===== config.mk =====
export PLATFORM = sky130hd
export DESIGN_NAME = alarm_supervisor
export DESIGN_NICKNAME = d
export VERILOG_FILES = /design/src/hdl/alarm_pkg.sv /design/src/hdl/alarm_if.sv /design/src/hdl/alarm_supervisor.sv /design/src/hdl/alarm_classer.sv /design/src/hdl/pin_sync.sv
export VERILOG_INCLUDE_DIRS = /design/src /design/src/hdl
export SDC_FILE = /design/constraint.sdc
export NUM_CORES = 1
export LEC_CHECK = 0
export BUFFER_PORTS_ARGS = -buffer_cell sky130_fd_sc_hd__buf_4
export CORE_ASPECT_RATIO = 1.25
export CORE_UTILIZATION = 49
export CTS_CLUSTER_SIZE = 14
export DETAILED_ROUTE_END_ITERATION = 8
export GPL_ROUTABILITY_DRIVEN = 0
export GPL_TIMING_DRIVEN = 0
export PLACE_DENSITY = 0.89
export SYNTH_ARGS = -nofsm -noshare
export SYNTH_HDL_FRONTEND = slang
export SYNTH_SLANG_ARGS = --single-unit

===== constraint.sdc =====
create_clock -name i_clk -period 2.7 [get_ports i_clk]
set_clock_uncertainty 0.2 [all_clocks]
set_input_delay 0.27 -clock i_clk [delete_from_list [all_inputs] [get_ports i_clk]]
set_output_delay 0.27 -clock i_clk [all_outputs]
set_load 0.01 [all_outputs]

===== src/hdl/alarm_defs.svh =====
// constants for the converter alarm supervisor
`ifndef ALARM_DEFS_SVH
`define ALARM_DEFS_SVH

// ----------------------------------------------------------------
// alarm item indices
// ----------------------------------------------------------------
`define ALM_BAT_OV 4'd0
`define ALM_BAT_UV 4'd1
`define ALM_BAT_OC 4'd2
`define ALM_GRID_OV 4'd3
`define ALM_GRID_UV 4'd4
`define ALM_GRID_OC 4'd5
`define ALM_HW_OC 4'd6
`define ALM_EXT_STOP 4'd7
`define ALM_FAN 4'd8
`define ALM_HS_PRI 4'd9
`define ALM_HS_SEC 4'd10
`define ALM_TEMP 4'd11
`define ALM_SYS 4'd12
`define ALM_CC_LIM 4'd13
`define ALM_COUNT 14

// ----------------------------------------------------------------
// fixed thresholds and reset values
// ----------------------------------------------------------------
// battery current, 0.1 A units
`define BAT_OC_LIMIT 16'h0258
// grid current, 0.1 A units
`define GRID_OC_LIMIT 16'h005a
// fan speed, rpm
`define FAN_MIN_RPM 16'h03e8
// internal temperature, degree C
`define TEMP_LIMIT_C 16'h0035
// cc limit: 8.7 A in 0.1 A units, 2750 W in watts
`define CC_CUR_LIMIT 16'h0057
`define CC_PWR_LIMIT 16'h0abe
// adjustable threshold reset values, 0.1 V units
`define BAT_OV_RST 16'h0258
`define BAT_UV_RST 16'h0168
`define GRID_OV_RST 16'h0ed8
`define GRID_UV_RST 16'h0bb8
// threshold select codes for host writes
`define THR_BAT_OV 2'h0
`define THR_BAT_UV 2'h1
`define THR_GRID_OV 2'h2
`define THR_GRID_UV 2'h3

`endif


===== src/hdl/alarm_pkg.sv =====
// types for the converter alarm supervisor
package alarm_pkg;

    // operation modes
    typedef enum logic [2:0] {
        MODE_WAIT = 3'b000,
        MODE_GEN = 3'b001,
        MODE_REGEN = 3'b010,
        MODE_BAT_AUTO = 3'b011,
        MODE_GRID_AUTO = 3'b100,
        MODE_RAMP = 3'b101
    } op_mode_type;

    // class of an alarm item in a mode
    typedef enum logic [1:0] {
        CLS_NONE = 2'b00,
        CLS_LIGHT = 2'b01,
        CLS_HEAVY = 2'b10,
        CLS_SYSTEM = 2'b11
    } alarm_class_type;

    // supervisor state
    typedef enum logic [1:0] {
        ST_RUN = 2'b00,
        ST_LIGHT = 2'b01,
        ST_HEAVY = 2'b10,
        ST_SYSTEM = 2'b11
    } sup_state_type;

endpackage


===== src/hdl/alarm_if.sv =====
// detection vector and class table passed between the supervisor modules
`timescale 1ns/100ps
interface alarm_if #(parameter int N = 14);
    logic [N-1:0] raw;
    alarm_pkg::op_mode_type mode;
    alarm_pkg::alarm_class_type cls [N];

    modport classer (input raw, input mode, output cls);
    modport user (output raw, output mode, input cls);
endinterface


===== src/hdl/alarm_supervisor.sv =====
// fault supervisor for a bidirectional dc-dc converter
// ----------------------------------------------------------------
// How it works
// heavy alarm drives fault line, stops conversion, opens output good
// heavy alarm latched until serial, pin or push-switch clear request
// after clear, conversion restarts only while operation command valid
// system alert ignores clears; only power cycle clears it
// light alarm stops conversion, opens output good, no fault line
// light alarm self-clears; conversion restarts if mode command valid
// current alarm status readable by host
// battery overvoltage vs adjustable threshold, class depends on mode
// battery undervoltage vs adjustable threshold, ignored in ramp-up
// battery overcurrent vs fixed limit, always heavy
// grid voltage alarms adjustable, mode classed; grid overcurrent heavy
// hardware overcurrent heavy except waiting, where ignored
// external stop input raises heavy converter-stop alarm
// fan slow is heavy except in waiting and ramp-up
// primary and secondary heatsink detectors always heavy
// internal temperature over limit, heavy or light by mode
// any internal abnormality raises system alert, always heavy
// regen cc shutdown when current and battery power both over limit
// adjustable thresholds host writable, fixed ones not
// host stops charging before power cycling for system alert
// per item active flag and class captured when raised
// ----------------------------------------------------------------
`timescale 1ns/100ps
`include "alarm_defs.svh"
module alarm_supervisor #(
    parameter int N = `ALM_COUNT,
    parameter int DW = 16
) (
    input wire logic i_clk,
    input wire logic i_rst,
    // measured values, same clock domain
    input wire logic [DW-1:0] i_bat_volt,
    input wire logic [DW-1:0] i_bat_curr,
    input wire logic [DW-1:0] i_grid_volt,
    input wire logic [DW-1:0] i_grid_curr,
    input wire logic [DW-1:0] i_fan_rpm,
    input wire logic [DW-1:0] i_temp_c,
    input wire logic [DW-1:0] i_bat_power,
    input wire logic i_regen_cc,
    // pin level detector inputs
    input wire logic i_hw_oc_pin,
    input wire logic i_ext_stop_pin,
    input wire logic i_hs_pri_pin,
    input wire logic i_hs_sec_pin,
    input wire logic i_fault_clear_input,
    input wire logic i_reset_switch,
    // internal abnormality
    input wire logic i_sys_abnormal,
    // operation command from serial side
    input wire alarm_pkg::op_mode_type i_mode,
    input wire logic i_run_cmd,
    // serial side requests
    input wire logic i_serial_clear,
    input wire logic i_thr_wr,
    input wire logic [1:0] i_thr_sel,
    input wire logic [DW-1:0] i_thr_data,
    // outputs
    output logic o_fault_output_line,
    output logic o_output_good_flag,
    output logic o_convert_en,
    output logic o_light_alarm,
    output logic o_heavy_alarm,
    output logic o_system_alert,
    output logic [N-1:0] o_alarm_active,
    output logic [2*N-1:0] o_alarm_class,
    output logic [DW-1:0] o_thr_bat_ov,
    output logic [DW-1:0] o_thr_bat_uv,
    output logic [DW-1:0] o_thr_grid_ov,
    output logic [DW-1:0] o_thr_grid_uv
);
    import alarm_pkg::*;

    // ------------------------------------------------------------
    // pin inputs
    // ------------------------------------------------------------
    logic [5:0] pins;
    pin_sync #(.W(6)) u_sync (
        .i_clk(i_clk),
        .i_rst(i_rst),
        .i_pin({i_reset_switch, i_fault_clear_input, i_hs_sec_pin, i_hs_pri_pin,
                i_ext_stop_pin, i_hw_oc_pin}),
        .o_level(pins)
    );
    wire hw_oc = pins[0];
    wire ext_stop = pins[1];
    wire hs_pri = pins[2];
    wire hs_sec = pins[3];
    wire clr_pin = pins[4];
    wire clr_sw = pins[5];

    // rising edges of clear pins, so a held switch clears once
    logic clr_pin_q;
    logic clr_sw_q;
    wire clr_pin_rise = clr_pin & ~clr_pin_q;
    wire clr_sw_rise = clr_sw & ~clr_sw_q;
    // any of three clear sources
    wire clear_req = i_serial_clear | clr_pin_rise | clr_sw_rise;

    // ------------------------------------------------------------
    // adjustable thresholds
    // ------------------------------------------------------------
    logic [DW-1:0] thr_bat_ov_q;
    logic [DW-1:0] thr_bat_uv_q;
    logic [DW-1:0] thr_grid_ov_q;
    logic [DW-1:0] thr_grid_uv_q;
    // fixed limits have no write path at all
    localparam logic [DW-1:0] BAT_OC_LIM = DW'(`BAT_OC_LIMIT);
    localparam logic [DW-1:0] GRID_OC_LIM = DW'(`GRID_OC_LIMIT);
    localparam logic [DW-1:0] FAN_MIN = DW'(`FAN_MIN_RPM);
    localparam logic [DW-1:0] TEMP_LIM = DW'(`TEMP_LIMIT_C);
    localparam logic [DW-1:0] CC_CUR_LIM = DW'(`CC_CUR_LIMIT);
    localparam logic [DW-1:0] CC_PWR_LIM = DW'(`CC_PWR_LIMIT);

    // ------------------------------------------------------------
    // detectors
    // ------------------------------------------------------------
    logic [N-1:0] raw;
    // battery overvoltage compare
    assign raw[`ALM_BAT_OV] = i_bat_volt > thr_bat_ov_q;
    // battery undervoltage compare
    assign raw[`ALM_BAT_UV] = i_bat_volt < thr_bat_uv_q;
    // battery overcurrent fixed
    assign raw[`ALM_BAT_OC] = i_bat_curr > BAT_OC_LIM;
    // grid compares
    assign raw[`ALM_GRID_OV] = i_grid_volt > thr_grid_ov_q;
    assign raw[`ALM_GRID_UV] = i_grid_volt < thr_grid_uv_q;
    assign raw[`ALM_GRID_OC] = i_grid_curr > GRID_OC_LIM;
    // comparator trip
    assign raw[`ALM_HW_OC] = hw_oc;
    // external stop
    assign raw[`ALM_EXT_STOP] = ext_stop;
    // fan too slow
    assign raw[`ALM_FAN] = i_fan_rpm < FAN_MIN;
    // heatsink detectors
    assign raw[`ALM_HS_PRI] = hs_pri;
    assign raw[`ALM_HS_SEC] = hs_sec;
    // internal temperature
    assign raw[`ALM_TEMP] = i_temp_c > TEMP_LIM;
    // internal abnormality
    assign raw[`ALM_SYS] = i_sys_abnormal;
    // both limits at once in regen cc
    assign raw[`ALM_CC_LIM] = i_regen_cc & (i_mode == MODE_REGEN) &
        (i_bat_curr > CC_CUR_LIM) & (i_bat_power > CC_PWR_LIM);

    // ------------------------------------------------------------
    // classification
    // ------------------------------------------------------------
    alarm_if #(.N(N)) cif ();
    assign cif.raw = raw;
    assign cif.mode = i_mode;
    alarm_classer u_cls (
        .a(cif.classer)
    );

    // ------------------------------------------------------------
    // per item latches
    // ------------------------------------------------------------
    logic [N-1:0] act_q;
    logic [N-1:0] act_d;
    logic [N-1:0] light_now;
    logic [N-1:0] heavy_now;
    logic [N-1:0] sys_now;
    logic [2*N-1:0] cls_q;
    logic [2*N-1:0] cls_d;

    genvar g;
    generate
        for (g = 0; g < N; g++) begin : g_item
            assign light_now[g] = cif.cls[g] == CLS_LIGHT;
            assign heavy_now[g] = cif.cls[g] == CLS_HEAVY;
            assign sys_now[g] = cif.cls[g] == CLS_SYSTEM;
            wire held_cls = cls_q[2*g+1 -: 2] == CLS_HEAVY;
            wire held_sys = cls_q[2*g+1 -: 2] == CLS_SYSTEM;
            wire new_raise = (cif.cls[g] != CLS_NONE) & ~act_q[g];
            // heavy latched; a fresh detection beats a clear
            // system alert ignores every clear request
            // light follows its cause
            assign act_d[g] = (cif.cls[g] != CLS_NONE) |
                (act_q[g] & held_sys) |
                (act_q[g] & held_cls & ~clear_req);
            // class captured when raised, kept while active
            assign cls_d[2*g+1 -: 2] = new_raise ? cif.cls[g] :
                act_d[g] ? cls_q[2*g+1 -: 2] : CLS_NONE;
        end
    endgenerate

    wire any_light = |(act_d & light_now & ~heavy_now);
    wire any_heavy_cls;
    wire any_sys_cls;
    logic [N-1:0] held_heavy;
    logic [N-1:0] held_sys;
    generate
        for (g = 0; g < N; g++) begin : g_sum
            assign held_heavy[g] = act_d[g] & (cls_d[2*g+1 -: 2] == CLS_HEAVY);
            assign held_sys[g] = act_d[g] & (cls_d[2*g+1 -: 2] == CLS_SYSTEM);
        end
    endgenerate
    assign any_heavy_cls = |held_heavy;
    assign any_sys_cls = |held_sys;

    // ------------------------------------------------------------
    // supervisor state
    // ------------------------------------------------------------
    sup_state_type state_q;
    sup_state_type state_d;
    always_comb begin
        case (1'b1)
            any_sys_cls: state_d = ST_SYSTEM;
            any_heavy_cls: state_d = ST_HEAVY;
            any_light: state_d = ST_LIGHT;
            default: state_d = ST_RUN;
        endcase
    end

    // heavy or system drives fault line
    wire fault_d = (state_d == ST_HEAVY) | (state_d == ST_SYSTEM);
    // restart only with a valid operation command
    // light clears and conversion resumes if command valid
    wire conv_d = (state_d == ST_RUN) & i_run_cmd & (i_mode != MODE_WAIT);
    // any alarm opens output good; light leaves fault line off
    wire good_d = conv_d;

    // ------------------------------------------------------------
    // registers
    // ------------------------------------------------------------
    always_ff @(posedge i_clk) begin
        if (i_rst) begin
            clr_pin_q <= 1'b0;
            clr_sw_q <= 1'b0;
            act_q <= '0;
            cls_q <= '0;
            state_q <= ST_RUN;
            o_fault_output_line <= 1'b0;
            o_output_good_flag <= 1'b0;
            o_convert_en <= 1'b0;
            o_light_alarm <= 1'b0;
            o_heavy_alarm <= 1'b0;
            o_system_alert <= 1'b0;
        end else begin
            clr_pin_q <= clr_pin;
            clr_sw_q <= clr_sw;
            act_q <= act_d;
            cls_q <= cls_d;
            state_q <= state_d;
            o_fault_output_line <= fault_d;
            o_output_good_flag <= good_d;
            o_convert_en <= conv_d;
            // summary flags registered so the pins never glitch on decode
            o_light_alarm <= state_d == ST_LIGHT;
            o_heavy_alarm <= state_d == ST_HEAVY;
            o_system_alert <= state_d == ST_SYSTEM;
        end
    end

    // only adjustable thresholds have a write path
    always_ff @(posedge i_clk) begin
        if (i_rst) begin
            thr_bat_ov_q <= DW'(`BAT_OV_RST);
            thr_bat_uv_q <= DW'(`BAT_UV_RST);
            thr_grid_ov_q <= DW'(`GRID_OV_RST);
            thr_grid_uv_q <= DW'(`GRID_UV_RST);
        end else if (i_thr_wr) begin
            case (i_thr_sel)
                `THR_BAT_OV: thr_bat_ov_q <= i_thr_data;
                `THR_BAT_UV: thr_bat_uv_q <= i_thr_data;
                `THR_GRID_OV: thr_grid_ov_q <= i_thr_data;
                `THR_GRID_UV: thr_grid_uv_q <= i_thr_data;
                default: thr_bat_ov_q <= thr_bat_ov_q;
            endcase
        end
    end

    // ------------------------------------------------------------
    // status outputs
    // ------------------------------------------------------------
    // status for serial readout
    assign o_alarm_active = act_q;
    assign o_alarm_class = cls_q;
    assign o_thr_bat_ov = thr_bat_ov_q;
    assign o_thr_bat_uv = thr_bat_uv_q;
    assign o_thr_grid_ov = thr_grid_ov_q;
    assign o_thr_grid_uv = thr_grid_uv_q;
endmodule


===== src/hdl/alarm_classer.sv =====
// mode dependent classification of each alarm item
`timescale 1ns/100ps
module alarm_classer (
    alarm_if.classer a
);
    import alarm_pkg::*;

    // ------------------------------------------------------------
    // class table, one row per item or group of items, default row for the rest
    // ------------------------------------------------------------
    function automatic alarm_class_type class_of(input int idx, input op_mode_type m);
        alarm_class_type c;
        c = CLS_HEAVY;
        case (idx)
            // battery overvoltage class
            0: c = (m == MODE_WAIT || m == MODE_REGEN || m == MODE_GRID_AUTO) ?
                CLS_LIGHT : CLS_HEAVY;
            // battery undervoltage class
            1: c = (m == MODE_WAIT) ? CLS_LIGHT : (m == MODE_RAMP) ? CLS_NONE : CLS_HEAVY;
            // grid voltage class
            3, 4: c = (m == MODE_WAIT || m == MODE_GEN) ? CLS_LIGHT : CLS_HEAVY;
            // hardware overcurrent class
            6: c = (m == MODE_WAIT) ? CLS_NONE : CLS_HEAVY;
            // fan fault class
            8: c = (m == MODE_WAIT || m == MODE_RAMP) ? CLS_NONE : CLS_HEAVY;
            // internal temperature class
            11: c = (m == MODE_BAT_AUTO || m == MODE_RAMP) ? CLS_HEAVY : CLS_LIGHT;
            // system alert class
            12: c = CLS_SYSTEM;
            // battery and grid overcurrent, stop, heatsink, cc shutdown always heavy
            default: c = CLS_HEAVY;
        endcase
        return c;
    endfunction

    genvar g;
    generate
        for (g = 0; g < $size(a.cls); g++) begin : g_cls
            assign a.cls[g] = a.raw[g] ? class_of(g, a.mode) : CLS_NONE;
        end
    endgenerate
endmodule


===== src/hdl/pin_sync.sv =====
// three stage synchroniser with agreement filter for pin inputs
`timescale 1ns/100ps
module pin_sync #(
    parameter int W = 8
) (
    input wire logic i_clk,
    input wire logic i_rst,
    input wire logic [W-1:0] i_pin,
    output logic [W-1:0] o_level
);
    logic [W-1:0] s1_q;
    logic [W-1:0] s2_q;
    logic [W-1:0] s3_q;
    logic [W-1:0] lvl_q;
    wire [W-1:0] agree = ~(s2_q ^ s3_q);
    wire [W-1:0] lvl_d = (agree & s2_q) | (~agree & lvl_q);

    // first stage feeds only the second
    always_ff @(posedge i_clk) begin
        if (i_rst) begin
            s1_q <= '0;
            s2_q <= '0;
            s3_q <= '0;
            lvl_q <= '0;
        end else begin
            s1_q <= i_pin;
            s2_q <= s1_q;
            s3_q <= s2_q;
            lvl_q <= lvl_d;
        end
    end
    assign o_level = lvl_q;
endmodule


After elaboration in Yosys (flattened, before gate mapping). Index checks and enable logic that the tools add are counted. Widths: inputs -> output; s select.

Register bits: 137. Input bits: 146. Output and inout bits: 112. Word-level logic and storage cells: 352.

Order comparisons: 10. Eq/ne operators: 95. Mux-type cells: 52. Bitwise logic cells: 148. Reductions and logical operators: 30.

Operator list (count): $eq 2x2->1 const B (74); $mux 2 (51); $and 1x1->1 (91); $reduce_or 14->1 (3); $eq 2x1->1 const B (16); $gt 16x16->1 (2); $gt 16x7->1 const B (2); $lt 16x16->1 (2); $or 1x1->1 (31); $and 14x14->14 (2); $reduce_bool 2->1 (14); $not 1->1 (17); $gt 16x10->1 const B (1); $gt 16x12->1 const B (1); $gt 16x6->1 const B (1); $lt 16x10->1 const B (1); $not 14->14 (1); $and 6x6->6 (2); $not 6->6 (2); $reduce_and 2->1 (4); $eq 3x2->1 const B (2); $eq 3x3->1 const B (2); $or 6x6->6 (1); $xor 6x6->6 (1); other kinds (6) (11).

Logic depth before layout (Yosys ltp).
Word-level depth: 18. Gate-level depth with buffers: 10. Mapped depth without buffers: 10.

Cells and area by module. A second synthesis with hierarchy kept.

Cells, all modules: 965. Area total of the unflattened synthesis: 7617.3 um^2.

By module, submodules not included: alarm_supervisor (times used 1, cells an instance 868, area an instance 6658.9 um^2, seq. area each 2262.2 um^2); pin_sync (times used 1, cells an instance 62, area an instance 720.7 um^2, seq. area each 480.5 um^2); alarm_classer (times used 1, cells an instance 35, area an instance 237.7 um^2, seq. area each 0.0 um^2).

Worst setup path before layout. Ideal clock, no wire load.

Path kind: register to register. Start point: register thr_bat_ov_q[13] (netlist: o_thr_bat_ov[13]). End point: register o_convert_en. Library setup time: 0.061 ns. Data arrival time: 2.296 ns. Required time: 2.439 ns. Slack: 0.143 ns. Stages on the path, launching flop included: 11. Path buffers: 0. Clock period less this slack: 2.557 ns. Cell sequence: dfxtp_1 > inv_1 > ha_1 > a21o_1 > a21o_1 > a221o_1 > a211oi_2 > a21oi_2 > o21bai_1 > a211oi_2 > and4_1.

Word-level cells in the longest chain between the ends: 15. Elaborated cells between the ends (all ways): 26. Classes of those cells: 1 x order compare; 4 x eq/ne; 6 x mux; 10 x bitwise; 5 x reduce/logical.

Ends and longest elaborated chain: start, declared (line alarm_supervisor.sv:105) `logic [DW-1:0] thr_bat_ov_q;`; start signal, assigned (line alarm_supervisor.sv:261) `` thr_bat_ov_q <= DW'(`BAT_OV_RST); ``; start signal, assigned (line alarm_supervisor.sv:267) `` `THR_BAT_OV: thr_bat_ov_q <= i_thr_data; ``; start signal, assigned (line alarm_supervisor.sv:271) `default: thr_bat_ov_q <= thr_bat_ov_q;`; $gt 16x16->1 (*) (line alarm_supervisor.sv:122) `` assign raw[`ALM_BAT_OV] = i_bat_volt > thr_bat_ov_q; ``; $mux 2 (*) (line alarm_classer.sv:39) `assign a.cls[g] = a.raw[g] ? class_of(g, a.mode) : CLS_NONE;`; $reduce_bool 2->1 (line alarm_supervisor.sv:177, alarm_supervisor.sv:181); $or 1x1->1 (line alarm_supervisor.sv:181) `assign act_d[g] = (cif.cls[g] != CLS_NONE) |`; $or 1x1->1 (line alarm_supervisor.sv:182) `(act_q[g] & held_sys) |`; $mux 2 (line alarm_supervisor.sv:186) `act_d[g] ? cls_q[2*g+1 -: 2] : CLS_NONE;`; $mux 2 (line alarm_supervisor.sv:185) `assign cls_d[2*g+1 -: 2] = new_raise ? cif.cls[g] :`; $eq 2x2->1 (line alarm_supervisor.sv:197) `assign held_heavy[g] = act_d[g] & (cls_d[2*g+1 -: 2] == CLS_HEAVY);`; $and 1x1->1 (line alarm_supervisor.sv:197); $reduce_or 14->1 (line alarm_supervisor.sv:201) `assign any_heavy_cls = |held_heavy;`; $mux 2 (line alarm_supervisor.sv:210) `case (1'b1)`; $mux 2 (*) (line alarm_supervisor.sv:210); $logic_not 2->1 (*) (line alarm_supervisor.sv:222) `wire conv_d = (state_d == ST_RUN) & i_run_cmd & (i_mode != MODE_WAIT);`; $and 1x1->1 (*) (2 in a row) (line alarm_supervisor.sv:222); end signal, assigned (line alarm_supervisor.sv:250) `o_convert_en <= conv_d;`; end, declared (line alarm_supervisor.sv:63) `output logic o_convert_en,`.

Mark *: on every way between the ends. The rest lies on a longest branch, timed or not. A chain may end at the register's enable or synchronous reset.

Final worst setup path.
Start point: register thr_bat_uv_q[14] (netlist: o_thr_bat_uv[14]). End point: register o_convert_en.

Word-level cells in the longest chain between the ends: 15. Elaborated cells between the ends (all ways): 26. Classes of those cells: 1 x order compare; 4 x eq/ne; 6 x mux; 10 x bitwise; 5 x reduce/logical.

Ends and longest elaborated chain: start, declared (line alarm_supervisor.sv:106) `logic [DW-1:0] thr_bat_uv_q;`; start signal, assigned (line alarm_supervisor.sv:262) `` thr_bat_uv_q <= DW'(`BAT_UV_RST); ``; start signal, assigned (line alarm_supervisor.sv:268) `` `THR_BAT_UV: thr_bat_uv_q <= i_thr_data; ``; $lt 16x16->1 (*) (line alarm_supervisor.sv:124) `` assign raw[`ALM_BAT_UV] = i_bat_volt < thr_bat_uv_q; ``; $mux 2 (*) (line alarm_classer.sv:39); $reduce_bool 2->1 (line alarm_supervisor.sv:177, alarm_supervisor.sv:181); $or 1x1->1 (line alarm_supervisor.sv:181); $or 1x1->1 (line alarm_supervisor.sv:182); $mux 2 (line alarm_supervisor.sv:186); $mux 2 (line alarm_supervisor.sv:185); $eq 2x2->1 (line alarm_supervisor.sv:197); $and 1x1->1 (line alarm_supervisor.sv:197); $reduce_or 14->1 (line alarm_supervisor.sv:201); $mux 2 (line alarm_supervisor.sv:210); $mux 2 (*) (line alarm_supervisor.sv:210); $logic_not 2->1 (*) (line alarm_supervisor.sv:222); $and 1x1->1 (*) (2 in a row) (line alarm_supervisor.sv:222).

Marks and branches as above.

==> flow_metrics.py <==
metrics = {
    "synth": {
        "ys_seq_elements": 137,
        "syn_area_sq_um": 6960,
        "synth-compound-area-share_pct": 23.0,
        "synth_top_family_by_area": "compound AO/OA/AOI/OAI gates",
        "synth_xor_area_share_pct": 0.126,
        "synth_mux_area_share_pct": 0,
        "seq_area_frac_synth_pct": 39.4,
        "async_reset_ff_share_pct": 0,
        "synth_cells": 848,
        "synth-edff-count": 0,
        "synth-simple-area-share_pct": 19.9,
        "avgSynthCellArea_sq_um": 8.20,
        "yosys.area_share.adder_pct": 11.2,
        "syn-num-nets": 1056,
        "ys_warn_count": 0,
        "synthFlopType": "dfxtp_1",
        "synth_cell_types": 62,
    },
    "clock_network": {
        "clock_latency_ns": 0.42,
        "numCtsBuffers": 17,
        "clk_pin_slew_ns": 0.06,
        "h-tree-depth": 4,
        "cts_sinks": 137,
        "cts_max_path_buffers": 2,
        "root_buffer": "clkbuf_16",
        "cts_tree": "done",
    },
    "floorplanning": {
        "start_util_pct": 50.4,
        "die_w_microns": 109,
        "core_area_sq_um": 13800,
        "die_h_microns": 135,
        "dieArea_sq_um": 14700,
        "rows": 48,
        "ioPinCount": 258,
    },
    "worst_setup_path": {
        "worstReg2RegStart": "o_thr_bat_uv[14]$_SDFFE_PP0P_",
        "critPathArrivalTime_ns": 2.88,
        "r2r_end": "o_convert_en$_SDFF_PP0_",
        "cp_slowest_stage_delay_ns": 0.33,
        "critical-path-slowest-cell": "dfxtp_2",
        "criticalPathCategory": "register to register",
        "cp-end-kind": "register",
        "cp-start-kind": "register",
        "required_ns": 2.86,
        "cp_num_buf_inv": 1,
        "path_cells": "inv_1 -> ha_4 -> nand4_1 -> a2111oi_2 -> o211ai_1 -> and4_4 -> o21a_1 -> a2111oi_4 -> and4_1",
        "reg2reg_slack_ns": -0.03,
        "path_max_fanout": 4,
        "crit_family": "compound AO/OA/AOI/OAI gates",
        "worst-r2r-cell-count": 9,
    },
    "detailed_routing": {
        "drtIter0Drc": 435,
        "drcViolationCount": 0,
        "antenna_left": 0,
        "first_pass_iters": 5,
        "drt-vias-per-instance": 5.80,
        "wl_per_cell_microns": 19.0,
        "vias": 7782,
        "wl_microns": 25500,
    },
    "layout": {
        "final_cells": 1341,
        "layout-drive-gt1-share_pct": 29.8,
        "fill_cells": 982,
        "fin_nets": 1362,
        "num_antenna_cells": 0,
        "syn_to_final_growth_pct": 46.7,
    },
    "hold_path": {
        "holdPathStages": 3,
        "min_path_type": "input pin to register",
        "hp-start": "i_grid_curr[11]",
        "hold_end": "o_alarm_active[5]$_SDFF_PP0_",
    },
    "power": {
        "irDropWorstVdd_mv": 0.380,
        "cellPowerDensity_nw_per_um2": 534,
        "leakagePower_nw": 4.50,
        "finalPower_mw": 5.45,
    },
    "timing": {
        "drv_slew": 0,
        "worst_pin_slew_ns": 0.722,
        "hold_violations": 0,
        "rsz0062_at_grt": "yes",
        "final.setup.worst_slack_ns": -0.0255,
        "setup_viol": 3,
        "fmax_ghz": 0.367,
        "setup_tns_ns": -0.0352,
        "fin_crit_sh_pct": 101,
        "relSlewSlack_pct": 51.9,
        "fin_crit_ns": 2.73,
    },
    "grt": {
        "first_global_vias": 7403,
        "grt_remaining_overflow": 0,
        "grt_max_degree": 17,
        "grt_usage_pct": 34.0,
        "antenna_found_initial": 0,
        "grt_pass1_wl_microns": 37400,
    },
    "outcome": {
        "outcome": "complete, but fails checks",
        "violations": "setup timing",
    },
    "placement": {
        "hpwl_microns": 18700,
        "place_ws_ns": -0.263,
        "io_buffer_count": 249,
        "place_inst": 1272,
    },
    "run": {
        "maxCapViolations": 0,
    },
}
tightest hold or removal path, stage by stage:
cell and delay, ns:
buf_4 0.08, nor4_2 0.06, a21oi_1 0.19
routing by layer:
| metal | global-route usage, % | wire length (microns) |
|---|---|---|
| met5 | 0 | 0 |
| met4 | 17.6 | 1290 |
| met3 | 10.3 | 2800 |
| met2 | 63.9 | 13100 |
| met1 | 32.6 | 8300 |
sequential cells by signal (all words and copies together), names as in the netlist, 6 cells and up, named ones only:
signal,cells
o_thr_grid_ov,16
o_alarm_active,14
u_sync.s2_q,6
o_alarm_class,28
o_thr_bat_ov,16
u_sync.s3_q,6
o_thr_bat_uv,16
u_sync.s1_q,6
o_thr_grid_uv,16
worst max-delay path by stage:
| stage | start | end | cells after the start |
|---|---|---|---|
| final | o_thr_bat_uv[14]$_SDFFE_PP0P_ | o_convert_en$_SDFF_PP0_ | 9 |
| after global placement | i_bat_volt[15] | o_light_alarm$_SDFF_PP0_ | 9 |
| after detailed placement | o_thr_bat_uv[15]$_SDFFE_PP0P_ | o_convert_en$_SDFF_PP0_ | 9 |
| after CTS | o_thr_bat_uv[15]$_SDFFE_PP0P_ | o_convert_en$_SDFF_PP0_ | 9 |
| after floorplan | o_thr_bat_ov[13]$_SDFFE_PP0P_ | o_convert_en$_SDFF_PP0_ | 10 |
| after global routing | o_thr_grid_ov[14]$_SDFFE_PP0P_ | o_light_alarm$_SDFF_PP0_ | 10 |
kinds of logic (layout without fill, tap and decap cells):
group                      count (synthesis)  after routing
adders and majority gates                 62             62
AOI/OAI and AO/OA                        246            246
xor gates and xnor gates                   1              1
buffers and inverters                    115            433
DFF                                      137            137
and+or+nand+nor                          287            287
cells in the final DEF (no fill, tap or decap), types with 3 or more instances in the layout:
cell	instances
buf_4	265
nand2_1	144
dfxtp_1	125
a21oi_1	94
inv_1	80
ha_1	52
o211ai_1	33
nor2_1	32
o21ai_0	31
clkbuf_1	29
nor2b_1	26
dlygate4sd3_1	23
nand3_1	17
clkbuf_16	17
dfxtp_2	12
nand4_1	11
o21bai_1	11
ha_4	10
a21boi_0	9
o21a_1	8
a211oi_1	8
nor3_1	7
nor4_1	7
o22ai_1	7
a21o_1	6
nand2b_1	6
o211a_1	5
and3b_1	4
o2111ai_1	4
inv_2	3
or4_1	3
a221oi_1	3
nor4_2	3
a2111oi_2	3
o21ai_1	3
nand3b_1	3
bufinv_16	3
clkinvlp_4	3
synth_stat cells (3+ instances only):
| cell type | number | area share (%) |
|---|---|---|
| nand2_1 | 144 | 7.8 |
| dfxtp_1 | 137 | 39 |
| a21oi_1 | 95 | 6.8 |
| inv_1 | 83 | 4.5 |
| ha_1 | 62 | 11 |
| nor2_1 | 33 | 1.8 |
| o211ai_1 | 33 | 3.6 |
| o21ai_0 | 33 | 2.4 |
| clkbuf_1 | 27 | 1.5 |
| nor2b_1 | 26 | 2.3 |
| nand3_1 | 19 | 1.4 |
| o21bai_1 | 12 | 1.3 |
| nand4_1 | 11 | 0.99 |
| a21boi_0 | 9 | 0.97 |
| nor4_1 | 9 | 0.81 |
| a211oi_1 | 8 | 0.86 |
| o21a_1 | 8 | 0.86 |
| o22ai_1 | 8 | 0.72 |
| nor3_1 | 7 | 0.50 |
| a21o_1 | 6 | 0.65 |
| nand2b_1 | 6 | 0.54 |
| o211a_1 | 5 | 0.72 |
| and3b_1 | 4 | 0.50 |
| o2111ai_1 | 4 | 0.50 |
| a221oi_1 | 3 | 0.38 |
| nand3b_1 | 3 | 0.32 |
| or4_1 | 3 | 0.32 |
metrics by stage:
step | cell area [sq um] | hold slack, ns | utilization (%)
2_1_floorplan | 6960 | 0.198 | -
3_3_place_gp | 9040 | 0.217 | 65.5
3_5_place_dp | 9040 | 0.225 | 65.5
4_1_cts | 10000 | 0.0358 | 72.6
5_1_grt | 10200 | 0.0424 | 73.9
6_report | 10200 | 0.0422 | 73.9
cell type report:
class	instances	area, sq um	share of cell area, %
Multi-Input combinational cell	596	3970	38.9
Sequential cell	137	2760	27.0
Timing Repair Buffer	287	2210	21.7
Clock buffer	21	460	4.51
Inverter	83	312	3.05
Tap cell	175	219	2.15
Clock inverter	10	144	1.41
Buffer	32	133	1.30
power by group:
| part | switching, mW | total [mW] | internal, mW |
|---|---|---|---|
| Combinational | 0.457 | 0.891 | 0.434 |
| Sequential | 0.0645 | 2.16 | 2.10 |
| Clock | 0.893 | 2.39 | 1.50 |
timing repair:
| action | 4_1_cts | 5_1_grt |
|---|---|---|
| setup buffers | 8 | 7 |
| hold buffers | 23 | 0 |
| pin swaps | 11 | 16 |
| endpoints found under the hold margin | 73 | 0 |
| setup endpoints to repair | 4 | 7 |
| gates resized for setup | 16 | 26 |
| gates cloned | 0 | 0 |
(Power assumes the default switching activity.)
